**src/hw/rfic_pkg.sv**
```systemverilog
package rfic_pkg;
   // ---------------------------------------------------------------
   // register word offsets (byte addresses)
   // ---------------------------------------------------------------
   localparam logic [4:0] RFIC_FLAGS_PRI_OFS = 5'h00;
   localparam logic [4:0] RFIC_FLAGS_SEC_OFS = 5'h04;
   localparam logic [4:0] RFIC_EN_PRI_OFS = 5'h08;
   localparam logic [4:0] RFIC_EN_SEC_OFS = 5'h0C;
   localparam logic [4:0] RFIC_STATUS_OFS = 5'h10;
   localparam logic [4:0] RFIC_CTRL_OFS = 5'h14;
   localparam logic [4:0] RFIC_WATERMARK_OFS = 5'h18;
   localparam logic [4:0] RFIC_STICKY_OFS = 5'h1C;

   // ---------------------------------------------------------------
   // field positions
   // ---------------------------------------------------------------
   localparam int RFIC_SETCLR_BIT = 7;
   // primary flags
   localparam int RFIC_P_TX = 0;
   localparam int RFIC_P_RX = 1;
   localparam int RFIC_P_IDLE = 2;
   localparam int RFIC_P_HI = 3;
   localparam int RFIC_P_LO = 4;
   localparam int RFIC_P_ERR = 5;
   localparam int RFIC_P_SOF = 6;
   // secondary flags
   localparam int RFIC_S_TMR0 = 0;
   localparam int RFIC_S_CARD = 5;
   localparam int RFIC_S_GLOBAL = 6;
   // status register / control register / watermark register
   localparam int RFIC_STAT_IRQ = 0;
   localparam int RFIC_STAT_HI = 1;
   localparam int RFIC_STAT_LO = 2;
   localparam int RFIC_CTRL_PINEN = 0;
   localparam int RFIC_WM_EXT = 8;

   // ---------------------------------------------------------------
   // reset values
   // ---------------------------------------------------------------
   localparam logic [7:0] RFIC_FLAGS_RST = 8'h00;
   localparam logic [7:0] RFIC_EN_RST = 8'h00;
   localparam logic [7:0] RFIC_CTRL_RST = 8'h01;
   localparam logic [8:0] RFIC_WM_RST = 9'h008;
   localparam logic [2:0] RFIC_STICKY_RST = 3'h0;

   localparam int RFIC_FIFO_DEPTH = 512;

   typedef struct packed {
      logic [3:0] timer_underflow;
      logic tx_data_to_eof;
      logic rx_end;
      logic cmd_running;
      logic cmd_idle;
      logic [7:0] rx_error;
      logic card_detect;
      logic low_power_card_detection_mode;
      logic sof_detect;
      logic [9:0] fifo_count;
   } rfic_events_t;

   typedef enum logic [1:0] {
      RFIC_BUS_IDLE = 2'b00,
      RFIC_BUS_ACK = 2'b01,
      RFIC_BUS_HOLD = 2'b11
   } rfic_bus_state_t;
endpackage

```
**src/hw/rfic_irq_ctrl.sv**
```systemverilog
// Notes on behaviour
// - two 8-bit flag registers, each paired with an 8-bit enable register
// - bit 7 of a flag or enable write selects set or clear for bits 0 to 6
// - software configures sources, forces requests and clears pending ones
// - enabled event sets status pending bit; pin follows only when pin enabled
// - timer 0..3 underflow sets its secondary timer flag
// - transmitter data-to-end-of-frame step sets transmit-complete flag
// - end of received stream sets receive-complete flag
// - command completing to idle sets command-finished flag
// - one watermark gives high threshold from top, low from bottom
// - high status rising sets high warning flag; extension bit widens watermark
// - low status rising sets low warning flag
// - any receive error bit set sets the error flag
// - card detected in low-power detection mode sets card-detect flag
// - start-of-frame or subcarrier detected sets start-of-frame flag
// - global flag set while any enabled source flag is set
//
// Decided for this implementation: the register offsets and register access over Wishbone.
module rfic_irq_ctrl #(
   parameter int FIFO_DEPTH = rfic_pkg::RFIC_FIFO_DEPTH
) (
   input wire logic clk_i,
   input wire logic rst_i,
   input wire logic wb_cyc_i,
   input wire logic wb_stb_i,
   input wire logic wb_we_i,
   input wire logic [4:0] wb_adr_i,
   input wire logic [3:0] wb_sel_i,
   input wire logic [31:0] wb_dat_i,
   output logic [31:0] wb_dat_o,
   output logic wb_ack_o,
   input wire rfic_pkg::rfic_events_t events_i,
   output logic irq_o
);
   import rfic_pkg::*;

   // ---------------------------------------------------------------
   // registers
   // ---------------------------------------------------------------
   logic [7:0] flags_pri_reg;
   logic [7:0] flags_sec_reg;
   logic [7:0] en_pri_reg;
   logic [7:0] en_sec_reg;
   logic [7:0] ctrl_reg;
   logic [8:0] wm_reg;
   logic [2:0] sticky_reg;
   logic hi_status_reg;
   logic lo_status_reg;
   logic cmd_running_reg;
   logic [3:0] rst_seen_reg;
   rfic_bus_state_t bus_state_reg;

   logic [7:0] flags_pri_next;
   logic [7:0] flags_sec_next;
   logic [7:0] hw_pri;
   logic [7:0] hw_sec;
   logic hi_status_next;
   logic lo_status_next;
   logic wr_strobe;
   logic bus_take;
   logic [7:0] wbyte;
   logic [6:0] src_pending;

   // writes land at the edge that samples ack high
   assign wr_strobe = wb_cyc_i && wb_stb_i && wb_we_i && wb_sel_i[0] && (bus_state_reg == RFIC_BUS_ACK);
   assign bus_take = wb_cyc_i && wb_stb_i && (bus_state_reg == RFIC_BUS_IDLE);
   assign wbyte = wb_dat_i[7:0];

   // ---------------------------------------------------------------
   // fifo thresholds
   // ---------------------------------------------------------------
   always_comb begin
      // high threshold counted from the top, low from the bottom
      hi_status_next = ({1'b0, events_i.fifo_count} >= (11'(FIFO_DEPTH) - {2'b00, wm_reg}));
      lo_status_next = ({1'b0, events_i.fifo_count} <= {2'b00, wm_reg});
   end

   always_ff @(posedge clk_i) begin
      if (rst_i) begin
         hi_status_reg <= 1'b0;
         lo_status_reg <= 1'b0;
         cmd_running_reg <= 1'b0;
      end else begin
         hi_status_reg <= hi_status_next;
         lo_status_reg <= lo_status_next;
         cmd_running_reg <= events_i.cmd_running;
      end
   end

   a_lo_flag_set: assert property (@(posedge clk_i) disable iff (rst_i)
      $rose(lo_status_reg) |-> flags_pri_reg[RFIC_P_LO])
      else $error("low warning flag missing");

   // ---------------------------------------------------------------
   // hardware set terms
   // ---------------------------------------------------------------
   always_comb begin
      hw_pri = 8'h00;
      hw_pri[RFIC_P_TX] = events_i.tx_data_to_eof;
      hw_pri[RFIC_P_RX] = events_i.rx_end;
      hw_pri[RFIC_P_IDLE] = cmd_running_reg && events_i.cmd_idle;
      hw_pri[RFIC_P_HI] = hi_status_next && !hi_status_reg;
      hw_pri[RFIC_P_LO] = lo_status_next && !lo_status_reg;
      hw_pri[RFIC_P_ERR] = |events_i.rx_error;
      hw_pri[RFIC_P_SOF] = events_i.sof_detect;
      hw_sec = 8'h00;
      hw_sec[RFIC_S_TMR0 +: 4] = events_i.timer_underflow;
      hw_sec[RFIC_S_CARD] = events_i.card_detect && events_i.low_power_card_detection_mode;
   end

   a_timer_all: assert property (@(posedge clk_i) disable iff (rst_i)
      (events_i.timer_underflow != 4'h0) |=>
      ((flags_sec_reg[3:0] & $past(events_i.timer_underflow)) == $past(events_i.timer_underflow)))
      else $error("timer flag missing");
   a_card_needs_mode: assert property (@(posedge clk_i) disable iff (rst_i)
      !flags_sec_reg[RFIC_S_CARD] && !(events_i.card_detect && events_i.low_power_card_detection_mode) &&
      !(wr_strobe && wb_adr_i == RFIC_FLAGS_SEC_OFS) |=> !flags_sec_reg[RFIC_S_CARD])
      else $error("card flag set outside detection mode");
   a_idle_needs_run: assert property (@(posedge clk_i) disable iff (rst_i)
      !cmd_running_reg && !flags_pri_reg[RFIC_P_IDLE] &&
      !(wr_strobe && wb_adr_i == RFIC_FLAGS_PRI_OFS) |=> !flags_pri_reg[RFIC_P_IDLE])
      else $error("command finished flag without a running command");

   // ---------------------------------------------------------------
   // set/clear writes; hardware sets win over clears
   // ---------------------------------------------------------------
   function automatic logic [7:0] setclr(input logic [7:0] cur, input logic [7:0] wd);
      logic [7:0] r;
      r = cur;
      if (wd[RFIC_SETCLR_BIT]) begin
         r[6:0] = cur[6:0] | wd[6:0];
      end else begin
         r[6:0] = cur[6:0] & ~wd[6:0];
      end
      r[7] = 1'b0;
      return r;
   endfunction

   always_comb begin
      flags_pri_next = flags_pri_reg;
      flags_sec_next = flags_sec_reg;
      if (wr_strobe && wb_adr_i == RFIC_FLAGS_PRI_OFS) begin
         flags_pri_next = setclr(flags_pri_reg, wbyte);
      end
      if (wr_strobe && wb_adr_i == RFIC_FLAGS_SEC_OFS) begin
         flags_sec_next = setclr(flags_sec_reg, wbyte);
      end
      flags_pri_next = flags_pri_next | hw_pri;
      flags_sec_next[5:0] = flags_sec_next[5:0] | hw_sec[5:0];
      // global flag is derived from the source flags, not written
      flags_sec_next[RFIC_S_GLOBAL] = 1'b0;
      flags_sec_next[7] = 1'b0;
   end

   assign src_pending = {|(flags_pri_reg[6:0] & en_pri_reg[6:0]), flags_sec_reg[5:0] & en_sec_reg[5:0]};

   always_ff @(posedge clk_i) begin
      if (rst_i) begin
         flags_pri_reg <= RFIC_FLAGS_RST;
         flags_sec_reg <= RFIC_FLAGS_RST;
      end else begin
         flags_pri_reg <= flags_pri_next;
         flags_sec_reg <= flags_sec_next;
         flags_sec_reg[RFIC_S_GLOBAL] <= |src_pending;
      end
   end

   a_global_clears: assert property (@(posedge clk_i) disable iff (rst_i)
      !(|src_pending) |=> !flags_sec_reg[RFIC_S_GLOBAL])
      else $error("global flag without enabled source");
   a_flag_hold_pri: assert property (@(posedge clk_i) disable iff (rst_i)
      !(wr_strobe && wb_adr_i == RFIC_FLAGS_PRI_OFS) |=>
      ((flags_pri_reg & $past(flags_pri_reg)) == $past(flags_pri_reg)))
      else $error("primary flag fell without a clear write");
   a_flag_hold_sec: assert property (@(posedge clk_i) disable iff (rst_i)
      !(wr_strobe && wb_adr_i == RFIC_FLAGS_SEC_OFS) |=>
      ((flags_sec_reg[5:0] & $past(flags_sec_reg[5:0])) == $past(flags_sec_reg[5:0])))
      else $error("secondary flag fell without a clear write");
   a_top_bits_zero: assert property (@(posedge clk_i) disable iff (rst_i)
      !(flags_pri_reg[7] || flags_sec_reg[7] || en_pri_reg[7] || en_sec_reg[7]))
      else $error("selector bit stored");

   always_ff @(posedge clk_i) begin
      if (rst_i) begin
         en_pri_reg <= RFIC_EN_RST;
         en_sec_reg <= RFIC_EN_RST;
      end else if (wr_strobe) begin
         if (wb_adr_i == RFIC_EN_PRI_OFS) begin
            en_pri_reg <= setclr(en_pri_reg, wbyte);
         end
         if (wb_adr_i == RFIC_EN_SEC_OFS) begin
            en_sec_reg <= setclr(en_sec_reg, wbyte);
         end
      end
   end

   a_set_works: assert property (@(posedge clk_i) disable iff (rst_i)
      wr_strobe && wb_adr_i == RFIC_EN_PRI_OFS && wbyte[7] |=>
      ((en_pri_reg[6:0] & $past(wbyte[6:0])) == $past(wbyte[6:0])))
      else $error("enable set failed");
   a_enable_hold: assert property (@(posedge clk_i) disable iff (rst_i)
      !wr_strobe |=> (en_pri_reg == $past(en_pri_reg)) && (en_sec_reg == $past(en_sec_reg)))
      else $error("enable changed without a write");

   always_ff @(posedge clk_i) begin
      if (rst_i) begin
         ctrl_reg <= RFIC_CTRL_RST;
         wm_reg <= RFIC_WM_RST;
      end else if (wr_strobe) begin
         if (wb_adr_i == RFIC_CTRL_OFS) begin
            ctrl_reg <= wbyte;
         end
         if (wb_adr_i == RFIC_WATERMARK_OFS) begin
            wm_reg[7:0] <= wbyte;
            if (wb_sel_i[1]) begin
               wm_reg[RFIC_WM_EXT] <= wb_dat_i[RFIC_WM_EXT];
            end
         end
      end
   end

   a_ctrl_write: assert property (@(posedge clk_i) disable iff (rst_i)
      wr_strobe && wb_adr_i == RFIC_CTRL_OFS |=> ctrl_reg == $past(wbyte))
      else $error("control write lost");
   a_wm_write: assert property (@(posedge clk_i) disable iff (rst_i)
      wr_strobe && wb_adr_i == RFIC_WATERMARK_OFS |=> wm_reg[7:0] == $past(wbyte))
      else $error("watermark write lost");

   // ---------------------------------------------------------------
   // sticky event record: any primary, any secondary, card detect
   // ---------------------------------------------------------------
   always_ff @(posedge clk_i) begin
      if (rst_i) begin
         sticky_reg <= RFIC_STICKY_RST;
      end else begin
         if (wr_strobe && wb_adr_i == RFIC_STICKY_OFS) begin
            sticky_reg <= sticky_reg & ~wbyte[2:0];
         end
         if (|hw_pri) begin
            sticky_reg[0] <= 1'b1;
         end
         if (|hw_sec) begin
            sticky_reg[1] <= 1'b1;
         end
         if (hw_sec[RFIC_S_CARD]) begin
            sticky_reg[2] <= 1'b1;
         end
      end
   end

   a_sticky_card: assert property (@(posedge clk_i) disable iff (rst_i)
      hw_sec[RFIC_S_CARD] |=> sticky_reg[2])
      else $error("card event not recorded");
   a_sticky_pri: assert property (@(posedge clk_i) disable iff (rst_i)
      (|hw_pri) |=> sticky_reg[0])
      else $error("primary event not recorded");
   a_sticky_clear: assert property (@(posedge clk_i) disable iff (rst_i)
      wr_strobe && wb_adr_i == RFIC_STICKY_OFS && wbyte[0] && !(|hw_pri) |=> !sticky_reg[0])
      else $error("event record not cleared");

   // ---------------------------------------------------------------
   // interrupt pin
   // ---------------------------------------------------------------
   always_ff @(posedge clk_i) begin
      if (rst_i) begin
         irq_o <= 1'b0;
      end else begin
         irq_o <= flags_sec_reg[RFIC_S_GLOBAL] && ctrl_reg[RFIC_CTRL_PINEN];
      end
   end

   a_pin_gated: assert property (@(posedge clk_i) disable iff (rst_i)
      !ctrl_reg[RFIC_CTRL_PINEN] |=> !irq_o)
      else $error("pin active while disabled");
   a_irq_falls: assert property (@(posedge clk_i) disable iff (rst_i)
      !flags_sec_reg[RFIC_S_GLOBAL] |=> !irq_o)
      else $error("pin active without global flag");

   // ---------------------------------------------------------------
   // wishbone slave: ack one cycle after request, then one idle cycle
   // ---------------------------------------------------------------
   always_ff @(posedge clk_i) begin
      if (rst_i) begin
         bus_state_reg <= RFIC_BUS_IDLE;
         wb_ack_o <= 1'b0;
      end else begin
         case (bus_state_reg)
            RFIC_BUS_IDLE: begin
               if (wb_cyc_i && wb_stb_i) begin
                  bus_state_reg <= RFIC_BUS_ACK;
                  wb_ack_o <= 1'b1;
               end
            end
            RFIC_BUS_ACK: begin
               bus_state_reg <= RFIC_BUS_HOLD;
               wb_ack_o <= 1'b0;
            end
            RFIC_BUS_HOLD: begin
               bus_state_reg <= RFIC_BUS_IDLE;
            end
            default: begin
               bus_state_reg <= RFIC_BUS_IDLE;
               wb_ack_o <= 1'b0;
            end
         endcase
      end
   end

   a_ack_gap: assert property (@(posedge clk_i) disable iff (rst_i)
      wb_ack_o |=> !wb_ack_o ##1 !wb_ack_o)
      else $error("ack longer than one cycle or no gap");
   a_ack_follows_req: assert property (@(posedge clk_i) disable iff (rst_i)
      bus_take |=> wb_ack_o)
      else $error("request not acknowledged");
   a_write_in_ack: assert property (@(posedge clk_i) disable iff (rst_i)
      wr_strobe |-> wb_ack_o)
      else $error("write outside ack cycle");
   a_bus_state_legal: assert property (@(posedge clk_i) disable iff (rst_i)
      bus_state_reg != 2'b10)
      else $error("bus state illegal");

   always_ff @(posedge clk_i) begin
      if (rst_i) begin
         wb_dat_o <= 32'h0000_0000;
      end else if (bus_take) begin
         case (wb_adr_i)
            RFIC_FLAGS_PRI_OFS: wb_dat_o <= {24'h000000, flags_pri_reg};
            RFIC_FLAGS_SEC_OFS: wb_dat_o <= {24'h000000, flags_sec_reg};
            RFIC_EN_PRI_OFS: wb_dat_o <= {24'h000000, en_pri_reg};
            RFIC_EN_SEC_OFS: wb_dat_o <= {24'h000000, en_sec_reg};
            // pending bit shows independent of pin enable
            RFIC_STATUS_OFS: wb_dat_o <= {29'h0, lo_status_reg, hi_status_reg, flags_sec_reg[RFIC_S_GLOBAL]};
            RFIC_CTRL_OFS: wb_dat_o <= {24'h000000, ctrl_reg};
            RFIC_WATERMARK_OFS: wb_dat_o <= {23'h000000, wm_reg};
            RFIC_STICKY_OFS: wb_dat_o <= {29'h0, sticky_reg};
            default: wb_dat_o <= 32'h0000_0000;
         endcase
      end
   end

   a_read_stands: assert property (@(posedge clk_i) disable iff (rst_i)
      wb_ack_o |=> $stable(wb_dat_o))
      else $error("read data changed after ack");

   // ---------------------------------------------------------------
   // checks
   // ---------------------------------------------------------------
   a_timer_flag_set: assert property (@(posedge clk_i) disable iff (rst_i)
      events_i.timer_underflow[0] |=> flags_sec_reg[RFIC_S_TMR0])
      else $error("timer underflow did not set flag");
   a_tx_flag_set: assert property (@(posedge clk_i) disable iff (rst_i)
      events_i.tx_data_to_eof |=> flags_pri_reg[RFIC_P_TX])
      else $error("transmit complete flag missing");
   a_rx_flag_set: assert property (@(posedge clk_i) disable iff (rst_i)
      events_i.rx_end |=> flags_pri_reg[RFIC_P_RX])
      else $error("receive complete flag missing");
   a_idle_flag_set: assert property (@(posedge clk_i) disable iff (rst_i)
      $past(events_i.cmd_running) && events_i.cmd_idle |=> flags_pri_reg[RFIC_P_IDLE])
      else $error("command finished flag missing");
   a_err_flag_set: assert property (@(posedge clk_i) disable iff (rst_i)
      (events_i.rx_error != 8'h00) |=> flags_pri_reg[RFIC_P_ERR])
      else $error("error flag missing");
   a_card_flag_set: assert property (@(posedge clk_i) disable iff (rst_i)
      events_i.card_detect && events_i.low_power_card_detection_mode |=> flags_sec_reg[RFIC_S_CARD])
      else $error("card detect flag missing");
   a_sof_flag_set: assert property (@(posedge clk_i) disable iff (rst_i)
      events_i.sof_detect |=> flags_pri_reg[RFIC_P_SOF])
      else $error("start of frame flag missing");
   a_global_flag: assert property (@(posedge clk_i) disable iff (rst_i)
      (|src_pending) |=> flags_sec_reg[RFIC_S_GLOBAL])
      else $error("global flag not set for enabled source");
   a_irq_pin: assert property (@(posedge clk_i) disable iff (rst_i)
      ##1 irq_o == ($past(flags_sec_reg[RFIC_S_GLOBAL]) && $past(ctrl_reg[RFIC_CTRL_PINEN])))
      else $error("interrupt pin mismatch");
   a_clear_works: assert property (@(posedge clk_i) disable iff (rst_i)
      wr_strobe && wb_adr_i == RFIC_EN_PRI_OFS && !wbyte[7] |=> ((en_pri_reg[6:0] & $past(wbyte[6:0])) == 7'h00))
      else $error("enable clear failed");
   a_hi_flag_set: assert property (@(posedge clk_i) disable iff (rst_i)
      $rose(hi_status_reg) |-> flags_pri_reg[RFIC_P_HI])
      else $error("high warning flag missing");
endmodule

```
**config.mk**
```make
export PLATFORM = sky130hd
export DESIGN_NAME = rfic_irq_ctrl
export DESIGN_NICKNAME = d
export VERILOG_FILES = /design/src/hw/rfic_pkg.sv /design/src/hw/rfic_irq_ctrl.sv
export SDC_FILE = /design/constraint.sdc
export NUM_CORES = 1
export LEC_CHECK = 0
export ABC_AREA = 0
export BUFFER_PORTS_ARGS = -buffer_cell sky130_fd_sc_hd__buf_2
export CAP_MARGIN = 20
export CORE_ASPECT_RATIO = 0.7
export CORE_MARGIN = 4
export CORE_UTILIZATION = 52
export CTS_CLUSTER_DIAMETER = 30
export DETAILED_ROUTE_END_ITERATION = 7
export HOLD_SLACK_MARGIN = 0.03
export PLACE_DENSITY = 0.8
export SYNTH_ARGS = -nofsm -noshare
export SYNTH_HDL_FRONTEND = slang
export SYNTH_SLANG_ARGS = --single-unit
```
**constraint.sdc**
```tcl
create_clock -name clk_i -period 4.75 [get_ports clk_i]
set_input_delay 0 -clock clk_i [delete_from_list [all_inputs] [get_ports clk_i]]
set_output_delay 0 -clock clk_i [all_outputs]
set_load 0.05 [all_outputs]
```
Word-level counts from Yosys, hierarchy flattened:

Cells that the tools add are included.
W data, S select, Z words.

* magnitude comparators: 2
* bitwise operators: 16
* reduce and logical (&&, ||, !) cells: 30
* equal/unequal tests: 10
* multiplexer cells: 15
* add/subtract/negate cells: 1

Operator list (number)
* $pmux W9 S8: 1
* $and A7 B7 Y7: 4
* $mux W7: 3
* $or A7 B7 Y7: 3
* $eq A5 B5 Y1 const B: 4
* $reduce_or A14 Y1: 1
* $logic_and A1 B1 Y1: 13
* $reduce_or A13 Y1: 1
* $and A6 B6 Y6: 2
* $mux W6: 2
* $or A6 B6 Y6: 2
* $ge A10 B11 Y1: 1
* $sub A10 B9 Y11 const A: 1
* $eq A5 B4 Y1 const B: 2
* $le A10 B9 Y1: 1
* $reduce_and A2 Y1: 5
* $mux W8: 1
* $or A8 B7 Y8: 1
* $reduce_or A8 Y1: 1
* $not A7 Y7: 1
* $reduce_bool A2 Y1: 3
* $eq A5 B3 Y1 const B: 1
* $logic_not A5 Y1: 1
* $reduce_or A5 Y1: 1
* 14 further kinds: 18

* register bits after elaboration: 88
* input bits: 75

Depth between registers and ports, before layout:

Gate-level depths: netlist (run 1).

* word-level depth: 7
* gate-level depth with buffers: 10
* gate-level depth less buffers: 10

Worst setup path after synthesis (run 1):

No wires, ideal clock.

* path type: reg-to-reg
* start: register wm_reg[2]
* end: register sticky_reg[0]
* period minus slack after synthesis: 2.052 ns
* cell stages (with the launch flop): 10
* path slack: 2.698 ns
* setup time: 0.074 ns
* data arrival time: 1.977 ns
* cells stage by stage: dfxtp_1 -> nor3_1 -> nand3_1 -> nor3_1 -> nand3_1 -> ha_1 -> nand3_1 -> a211o_1 -> a31o_2 -> a31oi_1

* cells in the longest elaborated chain, start to end: 5
* elaborated cells on any way between the ends: 8
* classes of those cells: add/sub: 1; order compare: 2; mux: 1; reduce/logical: 4

Ends and longest elaborated chain
* start: declaration: line rfic_irq_ctrl.sv:45 `logic [8:0] wm_reg;`
* start signal: assignment: line rfic_irq_ctrl.sv:214 `wm_reg[7:0] <= wbyte;`
* start signal: indexed assignment: line rfic_irq_ctrl.sv:216 `wm_reg[RFIC_WM_EXT] <= wb_dat_i[RFIC_WM_EXT];`
* $sub A10 B9 Y11: line rfic_irq_ctrl.sv:74 `hi_status_next = ({1'b0, events_i.fifo_count} >= (11'(FIFO_DEPTH) - {2'b00, wm_reg}));`
* $ge A10 B11 Y1: line rfic_irq_ctrl.sv:74
* $logic_and A1 B1 Y1: line rfic_irq_ctrl.sv:102 `hw_pri[RFIC_P_HI] = hi_status_next && !hi_status_reg;`
* $reduce_or A14 Y1 *: line rfic_irq_ctrl.sv:239 `if (|hw_pri) begin`
* $mux W1 or $reduce_bool A2 Y1 (tied branches)
* end signal: assignment: line rfic_irq_ctrl.sv:237 `sticky_reg <= sticky_reg & ~wbyte[2:0];`
* end: declaration: line rfic_irq_ctrl.sv:46 `logic [2:0] sticky_reg;`

Every way passes the cells marked *; elsewhere a longest branch is shown, timed or not.
A chain may end at the register's enable or synchronous reset.

Worst setup path after layout (run 1):

* start: register bus_state_reg[1]
* end: register flags_pri_reg[5]

* cells in the longest elaborated chain, start to end: 5

Ends and longest elaborated chain
* start: declaration: line rfic_irq_ctrl.sv:51 `rfic_bus_state_t bus_state_reg;`
* start signal: assignment: line rfic_irq_ctrl.sv:284 `bus_state_reg <= RFIC_BUS_IDLE;`
* start signal: assignment: line rfic_irq_ctrl.sv:290 `bus_state_reg <= RFIC_BUS_ACK;`
* start signal: assignment: line rfic_irq_ctrl.sv:295 `bus_state_reg <= RFIC_BUS_HOLD;`
* $eq A2 B1 Y1: line rfic_irq_ctrl.sv:65 `assign wr_strobe = wb_cyc_i && wb_stb_i && wb_we_i && wb_sel_i[0] && (bus_state_reg == RFIC_BUS_ACK);`
* $logic_and A1 B1 Y1: line rfic_irq_ctrl.sv:65
* $logic_and A1 B1 Y1: line rfic_irq_ctrl.sv:142 `if (wr_strobe && wb_adr_i == RFIC_FLAGS_PRI_OFS) begin`
* $mux W8: line rfic_irq_ctrl.sv:142
* $or A8 B7 Y8: line rfic_irq_ctrl.sv:148 `flags_pri_next = flags_pri_next | hw_pri;`
* end signal: assignment: line rfic_irq_ctrl.sv:162 `flags_pri_reg <= flags_pri_next;`
* end: declaration: line rfic_irq_ctrl.sv:40 `logic [7:0] flags_pri_reg;`

No other way between the ends.

==> results of run 1 <==
-- through the flow --
step           power (W)  setup slack (ns)  instances  cell area, sq um
4_1_cts          0.00124              2.17        627              4460
6_report         0.00123              2.15        627              4460
5_1_grt          0.00129              1.92        627              4460
2_1_floorplan   0.000722              2.70        480              3880
3_3_place_gp    0.000751              2.52        585              4000
3_5_place_dp    0.000756              2.43        585              4000
-- layout make-up --
type	count	area, sq um	area share
multi-input combinational	352	2240	0.502
sequential	64	1280	0.287
timing repair buffer	88	576	0.129
clock buffer	13	159	0.0356
tap	94	118	0.0264
inverter	13	48.8	0.0109
clock inverter	3	40.0	0.00898
-- routing by layer --
metal | up-vias | track usage | wire, um
met5 | - | 0 | 0
met4 | 0 | 0.0541 | 70
met3 | 8 | 0.0719 | 1300
met2 | 190 | 0.370 | 4520
met1 | 1655 | 0.359 | 4500
li1 | 1728 | - | -
-- tightest hold or removal path: stages --
cell and delay [ns]:
buf_2 0.20, nand3_1 0.10, a21oi_1 0.06
-- timing repair --
action	4_1_cts	5_1_grt
endpoints found under the hold margin	34	0
hold buffers	26	0
buffers inserted	0	0
setup endpoints to repair	0	0
-- worst paths after layout --
kind / cells after the start / slack [ns] / startpoint / to
worst min-delay path: 3 / 0.06 / wb_dat_i[1] / flip-flop
worst max register to register: 6 / 2.15 / bus_state_reg[1] / flags_pri_reg[5]
worst max-delay path: 6 / 2.15 / bus_state_reg[1] / flags_pri_reg[5]
worst min register to register: 2 / 0.46 / wb_dat_o[8] / wb_dat_o[8]
-- cells in the mapped netlist, types with 7 or more instances --
master	number
clkbuf_1	21
nand2_1	75
ha_1	19
mux2i_1	21
nor3_1	13
a21oi_1	41
inv_1	13
buf_4	24
nor2_1	28
xnor2_1	7
a311oi_1	7
dfxtp_1	64
o21ai_0	11
nand3_1	25
a31oi_1	7
-- power by group --
group          internal, W  leakage [nW]  switching [W]  total, W
registers         0.000552         0.522      0.0000126  0.000564
clock network     0.000270         0.103       0.000201  0.000470
logic            0.0000654          1.18       0.000135  0.000200
total             0.000887          1.81       0.000348   0.00123
-- cells by family (layout without fill, tap and decap cells) --
group,after synthesis,count (layout),synth area share
AOI/OAI and AO/OA,100,100,0.170
adders and majority gates,19,19,0.0625
other,1,23,0.000987
xor gates and xnor gates,8,8,0.0184
muxes,29,29,0.0859
buffers and inverters,64,117,0.0974
DFF,64,64,0.337
and+or+nand+nor,173,173,0.228
==> impl_results.md, run 1 <==
- Share of the yosys chip area belonging to registers: 0.337
- Die area: 0.00876 sq mm
- Die Y: 79.5 um
- Syn_area_per_cell: 8.30 sq um
- Routed len/inst: 16.6 um
- Vias: 3581
- Vias in the first global route: 3275
- Final hold slack: 0.0645 ns
- Yosys top cell area share: 0.337
- Hold Violations, Final: 0
- Hpwl dp: 7.57 mm
- Async set or reset register ratio after synthesis: 0
- Power density cells: 277 mW/mm^2
- GRT overflow: 0
- Initial DRC Count: 349
- Ys flop type: dfxtp_1
- Core Rows: 25
- TritonCTS Buffers: 9
- Clock skew: 0.00688 ns
- Pins Over Slew Limit: 0
- Final Util: 0.645
- Post-synth EDFFs: 0
- # IOs: 109
- First-pass GRT wire length: 16.8 mm
- Min-Delay Path Class: primary input to flip-flop
- Worst vdd ir: 0.198 mV
- CP bufs+invs: 1
- Synth area leader: dfxtp_1
- Slowest-stage cell, CP: nor4_4
- Worst Tran Pin Value: 0.843 ns
- Buffers added on ports: 60
- Initial Util: 0.550
- Clk sinks: 64
- Cell Chain, Critical Path: nand3b_2 -> nor4_4 -> nand2_1 -> mux2i_1 -> a31oi_1 -> dlygate4sd3_1
- Critical Path RT: 4.98 ns
- RSZ-0062 raised after global routing: false
- CP Launch Type: flip-flop
- Crit-path max cell delay: 0.72 ns
- Setup TNS: 0 ns
- Status: finished, final reports clean
- Ratio of cells with drive above 1 in the final layout: 0.182
- # H-tree levels: 3
- Commonest cells after routing, fill and taps aside: 75 x nand2_1, 64 x dfxtp_1, 60 x buf_2
- Initial DRT Pass Iterations: 5
- Worst path arrival time: 2.83 ns
- CTS clk-pin slew, worst paths: 0.07 ns
- CP max FO: 10
- Clock root buffer: clkbuf_8
- Core area: 0.00691 sq mm
- Die W: 110 um
- Layout Nets: 622
- #FFs+latches synth: 64
- Setup Viol. Count Final: 0
- DRC Markers: 0
- Resized cells post-CTS: 0
- Diodes inserted: 0
- Crit path kind: flip-flop to flip-flop
- Post-synthesis cell count: 458
- CTS tree: yes
- Clk_lat worst skew: 0.34 ns
- Max-slew headroom: 0.433
- Largest net degree at the start of global routing: 35
- Post-route ant nets: 0
- FMAX: 0.385 GHz
- Initial antenna violation count: 0
- Post-route clock period utilization: 0.546
- CP top delay family: simple AND/OR/NAND/NOR gates
- Yosys Warn Count: 0
- Total Routed Length: 10.4 mm
- Max-cap violations: 0
- Fill cell count: 594
- Longest Clk Path Bufs: 2
- Worst setup EP type: flip-flop
- Synth-to-layout area growth: 17.3%
- Vias per cell: 5.71
- Largest cells by area after synthesis: dfxtp_1 34%, nand2_1 7.4%, ha_1 6.3%, mux2i_1 5.5%, a21oi_1 5.4%
- Final min period: 2.60 ns
- Synthesized area: 0.00380 sq mm
- Post-synth cell types: 57
- Routability congestion estimate: 0.924
- All-Layer GR Usage: 0.250
- Leak pwr: 1.81 nW
- Commonest non-fill, non-tap cell in the layout: nand2_1
No activity file was read; power rests on OpenSTA's default activity.
==> run 2, diff against run 1 <==
--- a/config.mk
+++ b/config.mk
@@ -5,16 +5,16 @@
 export SDC_FILE = /design/constraint.sdc
 export NUM_CORES = 1
 export LEC_CHECK = 0
-export ABC_AREA = 0
+export ABC_AREA = 1
 export BUFFER_PORTS_ARGS = -buffer_cell sky130_fd_sc_hd__buf_2
 export CAP_MARGIN = 20
 export CORE_ASPECT_RATIO = 0.7
 export CORE_MARGIN = 4
-export CORE_UTILIZATION = 52
+export CORE_UTILIZATION = 48
 export CTS_CLUSTER_DIAMETER = 30
 export DETAILED_ROUTE_END_ITERATION = 7
 export HOLD_SLACK_MARGIN = 0.03
-export PLACE_DENSITY = 0.8
+export PLACE_DENSITY = 0.77
 export SYNTH_ARGS = -nofsm -noshare
 export SYNTH_HDL_FRONTEND = slang
 export SYNTH_SLANG_ARGS = --single-unit
==> constraint.sdc (replaced) <==
create_clock -name clk_i -period 2.2 [get_ports clk_i]
set_input_delay 0 -clock clk_i [delete_from_list [all_inputs] [get_ports clk_i]]
set_output_delay 0 -clock clk_i [all_outputs]
set_load 0.05 [all_outputs]
==> run 2 against run 1 <==
Utilization decreased by 1.7 points. Maximum frequency is 20% higher. Highest routed layer unchanged. Synthesized area is 4.5% higher. Wire length up 8.7%. Sequential share of layout area fell by 3.1 points. Critical endpoint is now sticky_reg[0]. Clock skew grew 0.00080 ns. Power grew to 2.6 times the previous value. Count of clock-buffer cells in the layout is 2 lower. Sequential cell count unchanged. First-iteration DRC count is 15% lower. Global-route usage down 1.3 points. Synthesized cell count up 28%.
==> impl_results.md, run 2 <==
- Die W: 117 um (+5.9%)
- Clock root buffer: clkbuf_16
- Post-route ant nets: 0 (unchanged)
- Net Sw Frac: 0.258 (-0.0240)
- CTS tree: yes
- All-Layer GR Usage: 0.237 (-0.0128)
- Initial antenna violation count: 0 (unchanged)
- Ys flop type: dfxtp_1
- Vias per cell: 5.11 (-11%)
- Fill cell count: 691 (+16%)
- Crit path kind: flip-flop to flip-flop
- Core area: 0.00797 sq mm (+15%)
- Syn_area_per_cell: 6.77 sq um (-18%)
- Worst vdd ir: 0.409 mV (+110%)
- Worst Slack Setup Final: 0.0293 ns (-2.13 ns)
- Initial DRT Pass Iterations: 7 (+2)
- Setup Viol. Count Final: 0 (unchanged)
- Hpwl dp: 8.29 mm (+9.5%)
- CP Launch Type: flip-flop
- Diodes inserted: 0 (unchanged)
- Post-synth EDFFs: 0 (unchanged)
- Power density cells: 638 mW/mm^2 (+130%)
- DRC Markers: 0 (unchanged)
- Share of the yosys chip area belonging to registers: 0.323 (-0.0144)
- Cell Int Power: 0.00237 W (+170%)
- RSZ-0062 raised after global routing: true
- First-pass GRT wire length: 18.4 mm (+9.6%)
- Post-route clock period utilization: 0.987 (+0.440)
- # IOs: 109 (unchanged)
- Register share of total power: 0.378 (-0.079)
- Place WS: -0.167 ns (-2.59 ns)
- Yosys top cell area share: 0.323 (-0.0144)
- Clk_lat worst skew: 0.33 ns (about the same)
- Area after DPL: 0.00432 sq mm (+8.1%)
- Status: finished, final reports clean
- Min-Delay Path Class: primary input to flip-flop
- Final min period: 2.17 ns (-0.425 ns)
- #FFs+latches synth: 64 (unchanged)
- # H-tree levels: 3 (unchanged)
- Synth area leader: dfxtp_1
- Commonest cells after routing, fill and taps aside: 176 x nand2_1, 65 x inv_1, 63 x dfxtp_1
- Logic pwr share: 0.124 (-0.038)
- Clock skew: 0.00769 ns (+0.000803 ns)
- Clock power share: 0.498 (+0.117)
- Routed len/inst: 14.3 um (-14%)
- Yosys Warn Count: 0 (unchanged)
- Die area: 0.00982 sq mm (+12%)
- Clk sinks: 64 (unchanged)
- Design area: 0.00501 sq mm (+12%)
- Vias: 4037 (+13%)
- Layout Nets: 778 (+25%)
- CTS clk-pin slew, worst paths: 0.05 ns (-0.02 ns)
- Ratio of cells with drive above 1 in the final layout: 0.206 (+0.0241)
- Most frequent cell after synthesis: nand2_1
- Net Switching: 0.000824 W (+140%)
- FMAX: 0.461 GHz (+20%)
- Vias in the first global route: 3850 (+18%)
- Hold Violations, Final: 0 (unchanged)
- Longest Clk Path Bufs: 2 (unchanged)
- Post-synthesis cell count: 587 (+28%)
- Core Rows: 27 (+8.0%)
- Largest cells by area after synthesis: dfxtp_1 32%, nand2_1 17%, inv_1 6.3%, ha_1 6.0%, a21oi_1 5.9%
- Async set or reset register ratio after synthesis: 0 (unchanged)
- CP max FO: 2 (-8)
- GRT overflow: 0 (unchanged)
- Pins Over Slew Limit: 0 (unchanged)
- Critical Path RT: 2.43 ns (-2.55 ns)
- Routability congestion estimate: 0.874 (-5.4%)
- Leak pwr: 2.39 nW (+32%)
- Initial Util: 0.498 (-0.0517)
- Post-synth cell types: 39 (-32%)
- Initial DRC Count: 296 (-15%)
- Synth-to-layout area growth: 26.2%
- TritonCTS Buffers: 9 (unchanged)
- Max-cap violations: 0 (unchanged)
- Largest net degree at the start of global routing: 35 (unchanged)
- Buffers added on ports: 60 (unchanged)
- Synthesized area: 0.00397 sq mm (+4.5%)
- Total Routed Length: 11.3 mm (+8.7%)
- Commonest non-fill, non-tap cell in the layout: nand2_1
- Die Y: 84.1 um (+5.7%)
- Worst path arrival time: 2.40 ns (-0.43 ns)
- Worst setup EP type: flip-flop
- Synth top cells by count: 176 x nand2_1, 67 x inv_1, 64 x dfxtp_1, 47 x a21oi_1, 38 x o21ai_0
## run 2: area by class of cell
cell class | instances | area, sq um | share of cell area
Timing Repair Buffer | 103 | 687 | 0.137
Clock buffer | 11 | 253 | 0.0504
Clock inverter | 5 | 86.3 | 0.0172
Inverter | 73 | 287 | 0.0572
Sequential cell | 64 | 1280 | 0.256
Tap cell | 101 | 126 | 0.0252
Multi-Input combinational cell | 433 | 2290 | 0.457
## run 2: logic make-up (layout without fill, tap and decap cells)
logic type,Yosys count,after routing,synth area share
AOI/OAI and AO/OA,108,108,0.149
xor gates and xnor gates,6,6,0.0132
adders and majority gates,19,19,0.0599
buffers and inverters,112,192,0.141
DFF,64,64,0.323
other,1,23,0.000944
and+or+nand+nor,277,277,0.313
## run 2: critical path, cell delays in order, from the launching register on
cell and delay, ns:
dfxtp_2 0.32, buf_6 0.11, inv_4 0.04, ha_4 0.12, nand3_2 0.07, buf_4 0.15
o31ai_2 0.18, nand2_1 0.08, ha_1 0.29, nand2_1 0.11, inv_1 0.05, nand2_1 0.06
nand2_1 0.05, nand2_1 0.08, nand3_1 0.08, nand2_1 0.09, nand3_1 0.07, nand2_1 0.06
inv_1 0.05
## run 2: power by group through the flow
| stage | sequential (W) | combinational [W] | clock (W) |
|---|---|---|---|
| final | 0.00121 | 0.000396 | 0.00159 |
| after global routing | 0.00121 | 0.000435 | 0.00167 |
| after CTS | 0.00121 | 0.000391 | 0.00162 |
| after detailed placement | 0.00123 | 0.000352 | 0 |
| after global placement | 0.00123 | 0.000344 | 0 |
| after floorplan | 0.00124 | 0.000265 | 0 |
## run 2: routing by layer
layer,up-vias,GRT usage,wire length (um)
met4,0,0.0573,105
met1,1823,0.321,5120
met3,16,0.0783,1030
met2,155,0.366,5040
li1,2043,-,-
met5,-,0,0
## run 2: stage by stage
| stage | setup TNS, ns | total power, W | utilization | instances | hold WS [ns] |
|---|---|---|---|---|---|
| 2_1_floorplan | 0 | 0.00150 | - | 609 | 0.107 |
| 3_3_place_gp | -0.0198 | 0.00157 | 0.542 | 747 | 0.205 |
| 3_5_place_dp | -0.249 | 0.00158 | 0.542 | 747 | 0.225 |
| 4_1_cts | 0 | 0.00322 | 0.627 | 790 | 0.0500 |
| 5_1_grt | -0.194 | 0.00332 | 0.629 | 790 | 0.118 |
| 6_report | 0 | 0.00320 | 0.629 | 790 | 0.0692 |
## run 2: path summary, 6_finish.rpt
check                        to        start  slack [ns]  cells after the start
hold / removal        wm_reg[8]  wb_sel_i[1]        0.07                      4
setup / recovery  sticky_reg[0]    wm_reg[0]        0.03                     18
hold reg to reg     wb_dat_o[3]  wb_dat_o[3]        0.46                      2
setup reg to reg  sticky_reg[0]    wm_reg[0]        0.03                     18
## run 2: repair_timing
item                                    in CTS  in global routing
gates resized for setup                     16                  4
endpoints found under the hold margin       28                  0
pin swaps                                   15                 10
setup buffers                                3                  0
endpoints found under the setup margin       2                  3
hold buffers                                24                  0
==> run 3, diff against run 2 <==
--- a/config.mk
+++ b/config.mk
@@ -8,13 +8,13 @@
 export ABC_AREA = 1
 export BUFFER_PORTS_ARGS = -buffer_cell sky130_fd_sc_hd__buf_2
 export CAP_MARGIN = 20
-export CORE_ASPECT_RATIO = 0.7
+export CORE_ASPECT_RATIO = 0.6
 export CORE_MARGIN = 4
-export CORE_UTILIZATION = 48
+export CORE_UTILIZATION = 52
 export CTS_CLUSTER_DIAMETER = 30
 export DETAILED_ROUTE_END_ITERATION = 7
 export HOLD_SLACK_MARGIN = 0.03
-export PLACE_DENSITY = 0.77
+export PLACE_DENSITY = 0.79
 export SYNTH_ARGS = -nofsm -noshare
 export SYNTH_HDL_FRONTEND = slang
 export SYNTH_SLANG_ARGS = --single-unit
==> constraint.sdc (replaced) <==
create_clock -name clk_i -period 2.6 [get_ports clk_i]
set_input_delay 0 -clock clk_i [delete_from_list [all_inputs] [get_ports clk_i]]
set_output_delay 0 -clock clk_i [all_outputs]
set_load 0.05 [all_outputs]
==> run 3 against run 2 <==
Critical path depth fell by 5. Cell count fell by 2.2%. Setup slack improved by 0.19 ns. Sequential cell count did not move. Global-route usage rose by 2.3 points. Power fell by 17%. Highest routed layer unchanged.
==> impl_results.md, run 3 (synthesis results as in run 2) <==
- Power density cells: 556 mW/mm^2 (-13%)
- Layout Nets: 759 (-2.4%)
- Routability congestion estimate: 0.985 (+13%)
- Initial DRT Pass Iterations: 5 (-2)
- TritonCTS Buffers: 9 (unchanged)
- Status: finished, final reports clean
- Final min period: 2.38 ns (+0.208 ns)
- # IOs: 109 (unchanged)
- Min-Delay Path Class: primary input to flip-flop
- Clk_lat worst skew: 0.34 ns (about the same)
- Clock root buffer: clkbuf_16
- Design area: 0.00477 sq mm (-4.7%)
- Largest net degree at the start of global routing: 35 (unchanged)
- Pins Over Slew Limit: 0 (unchanged)
- Critical Path RT: 2.83 ns (+0.40 ns)
- Post-route ant nets: 0 (unchanged)
- Crit path launch: wm_reg[0]
- Crit path kind: flip-flop to flip-flop
- Worst setup EP type: flip-flop
- Routed len/inst: 14.9 um (+4.1%)
- FMAX: 0.420 GHz (-8.8%)
- Commonest non-fill, non-tap cell in the layout: nand2_1
- Synth-to-layout area growth: 20.2%
- Hpwl dp: 8.54 mm (+2.9%)
- Die Y: 75.7 um (-10%)
- Worst reg2reg path depth: 13 (-5)
- Final Util: 0.652 (+0.0230)
- DRC Markers: 0 (unchanged)
- Vias: 4119 (+2.0%)
- Max-cap violations: 0 (unchanged)
- Area after DPL: 0.00424 sq mm (-2.0%)
- Vias per cell: 5.33 (+4.3%)
- Worst Slack Setup Final: 0.221 ns (+0.192 ns)
- Die area: 0.00914 sq mm (-6.8%)
- Clock skew: 0.00617 ns (-0.00152 ns)
- Inst Count DP: 738 (-1.2%)
- Core area: 0.00733 sq mm (-8.1%)
- First-pass GRT wire length: 18.3 mm (-0.26%)
- Worst Tran Pin Value: 1.10 ns
- CP max FO: 5 (+3)
- Longest Clk Path Bufs: 2 (unchanged)
- Worst path arrival time: 2.61 ns (+0.21 ns)
- RR Startpoint: wm_reg[0]
- Crit-path max cell delay: 0.35 ns (+0.03 ns)
- Max-slew headroom: 0.263
- Most frequent CP cell: nand3_1
- Diodes inserted: 0 (unchanged)
- Cell Chain, Critical Path: nor3_2 -> nand3_1 -> nor3_2 -> nand3_1 -> ha_1 -> a21oi_1 -> nand2_1 -> a21oi_1 -> nand3_1 -> nand2_1 -> nand3_1 -> nand2_1 -> inv_1
- Setup Fix Bufs, Post-CTS: 0 (-3)
- CP Launch Type: flip-flop
- Setup TNS: 0 ns (unchanged)
- Slowest-stage cell, CP: dfxtp_1
- Commonest cells after routing, fill and taps aside: 176 x nand2_1, 67 x inv_1, 64 x dfxtp_1
- Post-route clock period utilization: 0.915 (-0.0717)
- Multi-input logic area: 0.00223 sq mm (-2.8%)
- Buffers added on ports: 60 (unchanged)
- Initial antenna violation count: 0 (unchanged)
- CTS tree: yes
- Core Rows: 24 (-11%)
- FF+latch area: 0.00128 sq mm (about the same)
- # H-tree levels: 3 (unchanged)
- Hold Crit Start: events_i[11]
- Clk sinks: 64 (unchanged)
- Setup Viol. Count Final: 0 (unchanged)
- Worst vdd ir: 0.577 mV (+41%)
- All-Layer GR Usage: 0.260 (+0.0232)
- Leak pwr: 2.29 nW (-4.1%)
- Hold path depth: 3 (-1)
- Reg2Reg Setup Slack: 0.22 ns (+0.19 ns)
- GRT overflow: 0 (unchanged)
- Initial Util: 0.542 (+0.0439)
- Fill cell count: 667 (-3.5%)
- Vias in the first global route: 3781 (-1.8%)
- Place WS: 0.0546 ns (+0.221 ns)
- RSZ-0062 raised after global routing: false
- Initial DRC Count: 419 (+42%)
- Ratio of cells with drive above 1 in the final layout: 0.167 (-0.0387)
- Die W: 121 um (+3.5%)
- CTS clk-pin slew, worst paths: 0.05 ns (about the same)
- Filler-free cell count of the finished design: 773 (-2.2%)
- Hold Violations, Final: 0 (unchanged)
- Total Routed Length: 11.5 mm (+1.9%)
-- run 3: cell types whose count changed in the layout (fill, tap and decap cells not counted), sizes merged --
cell         change
buf             -15
dlygate4sd3      -4
inv              -2
clkbuf           +1
-- run 3: power by group --
group	internal (W)	switching, W
combinational	0.0000962	0.000232
clock	0.000884	0.000421
sequential	0.00100	0.0000176
-- run 3: layout make-up --
type,instances,area share
tap,104,0.0273
multi-input combinational,433,0.466
clock inverter,3,0.0136
clock buffer,12,0.0537
inverter,73,0.0595
sequential,64,0.268
timing repair buffer,84,0.111
-- run 3: critical path, delay by kind of cell (launching register included) --
kind | cells | cell delay (ns)
simple gates | 9 | 1.23
flops | 1 | 0.35
fa+ha+maj | 1 | 0.33
compound gates | 2 | 0.30
buf+inv | 1 | 0.07
-- run 3: what timing repair did --
item,4_1_cts,5_1_grt
endpoints found under the hold margin,25,0
hold buffers,20,0
endpoints found under the setup margin,0,2
gates resized for setup,0,3
-- run 3: path summary, 6_finish.rpt --
kind                         to
hold / removal    sticky_reg[2]
hold reg to reg     wb_dat_o[7]
setup / recovery  sticky_reg[0]
setup reg to reg  sticky_reg[0]
-- run 3: routing by layer --
layer / vias to the layer above / part of all wire / global-route usage
met2: 216 / 0.44 / 0.411
met4: 0 / 0.0084 / 0.0440
met1: 1886 / 0.42 / 0.340
met5: - / 0 / 0
met3: 13 / 0.13 / 0.114
li1: 2004 / - / -
-- run 3: stage by stage --
step                hold slack [ns]  power, W
finish                       0.0495   0.00266
global route                 0.0626   0.00276
CTS                          0.0353   0.00266
detailed placement            0.208   0.00134
global placement              0.205   0.00133
floorplan                     0.107   0.00127
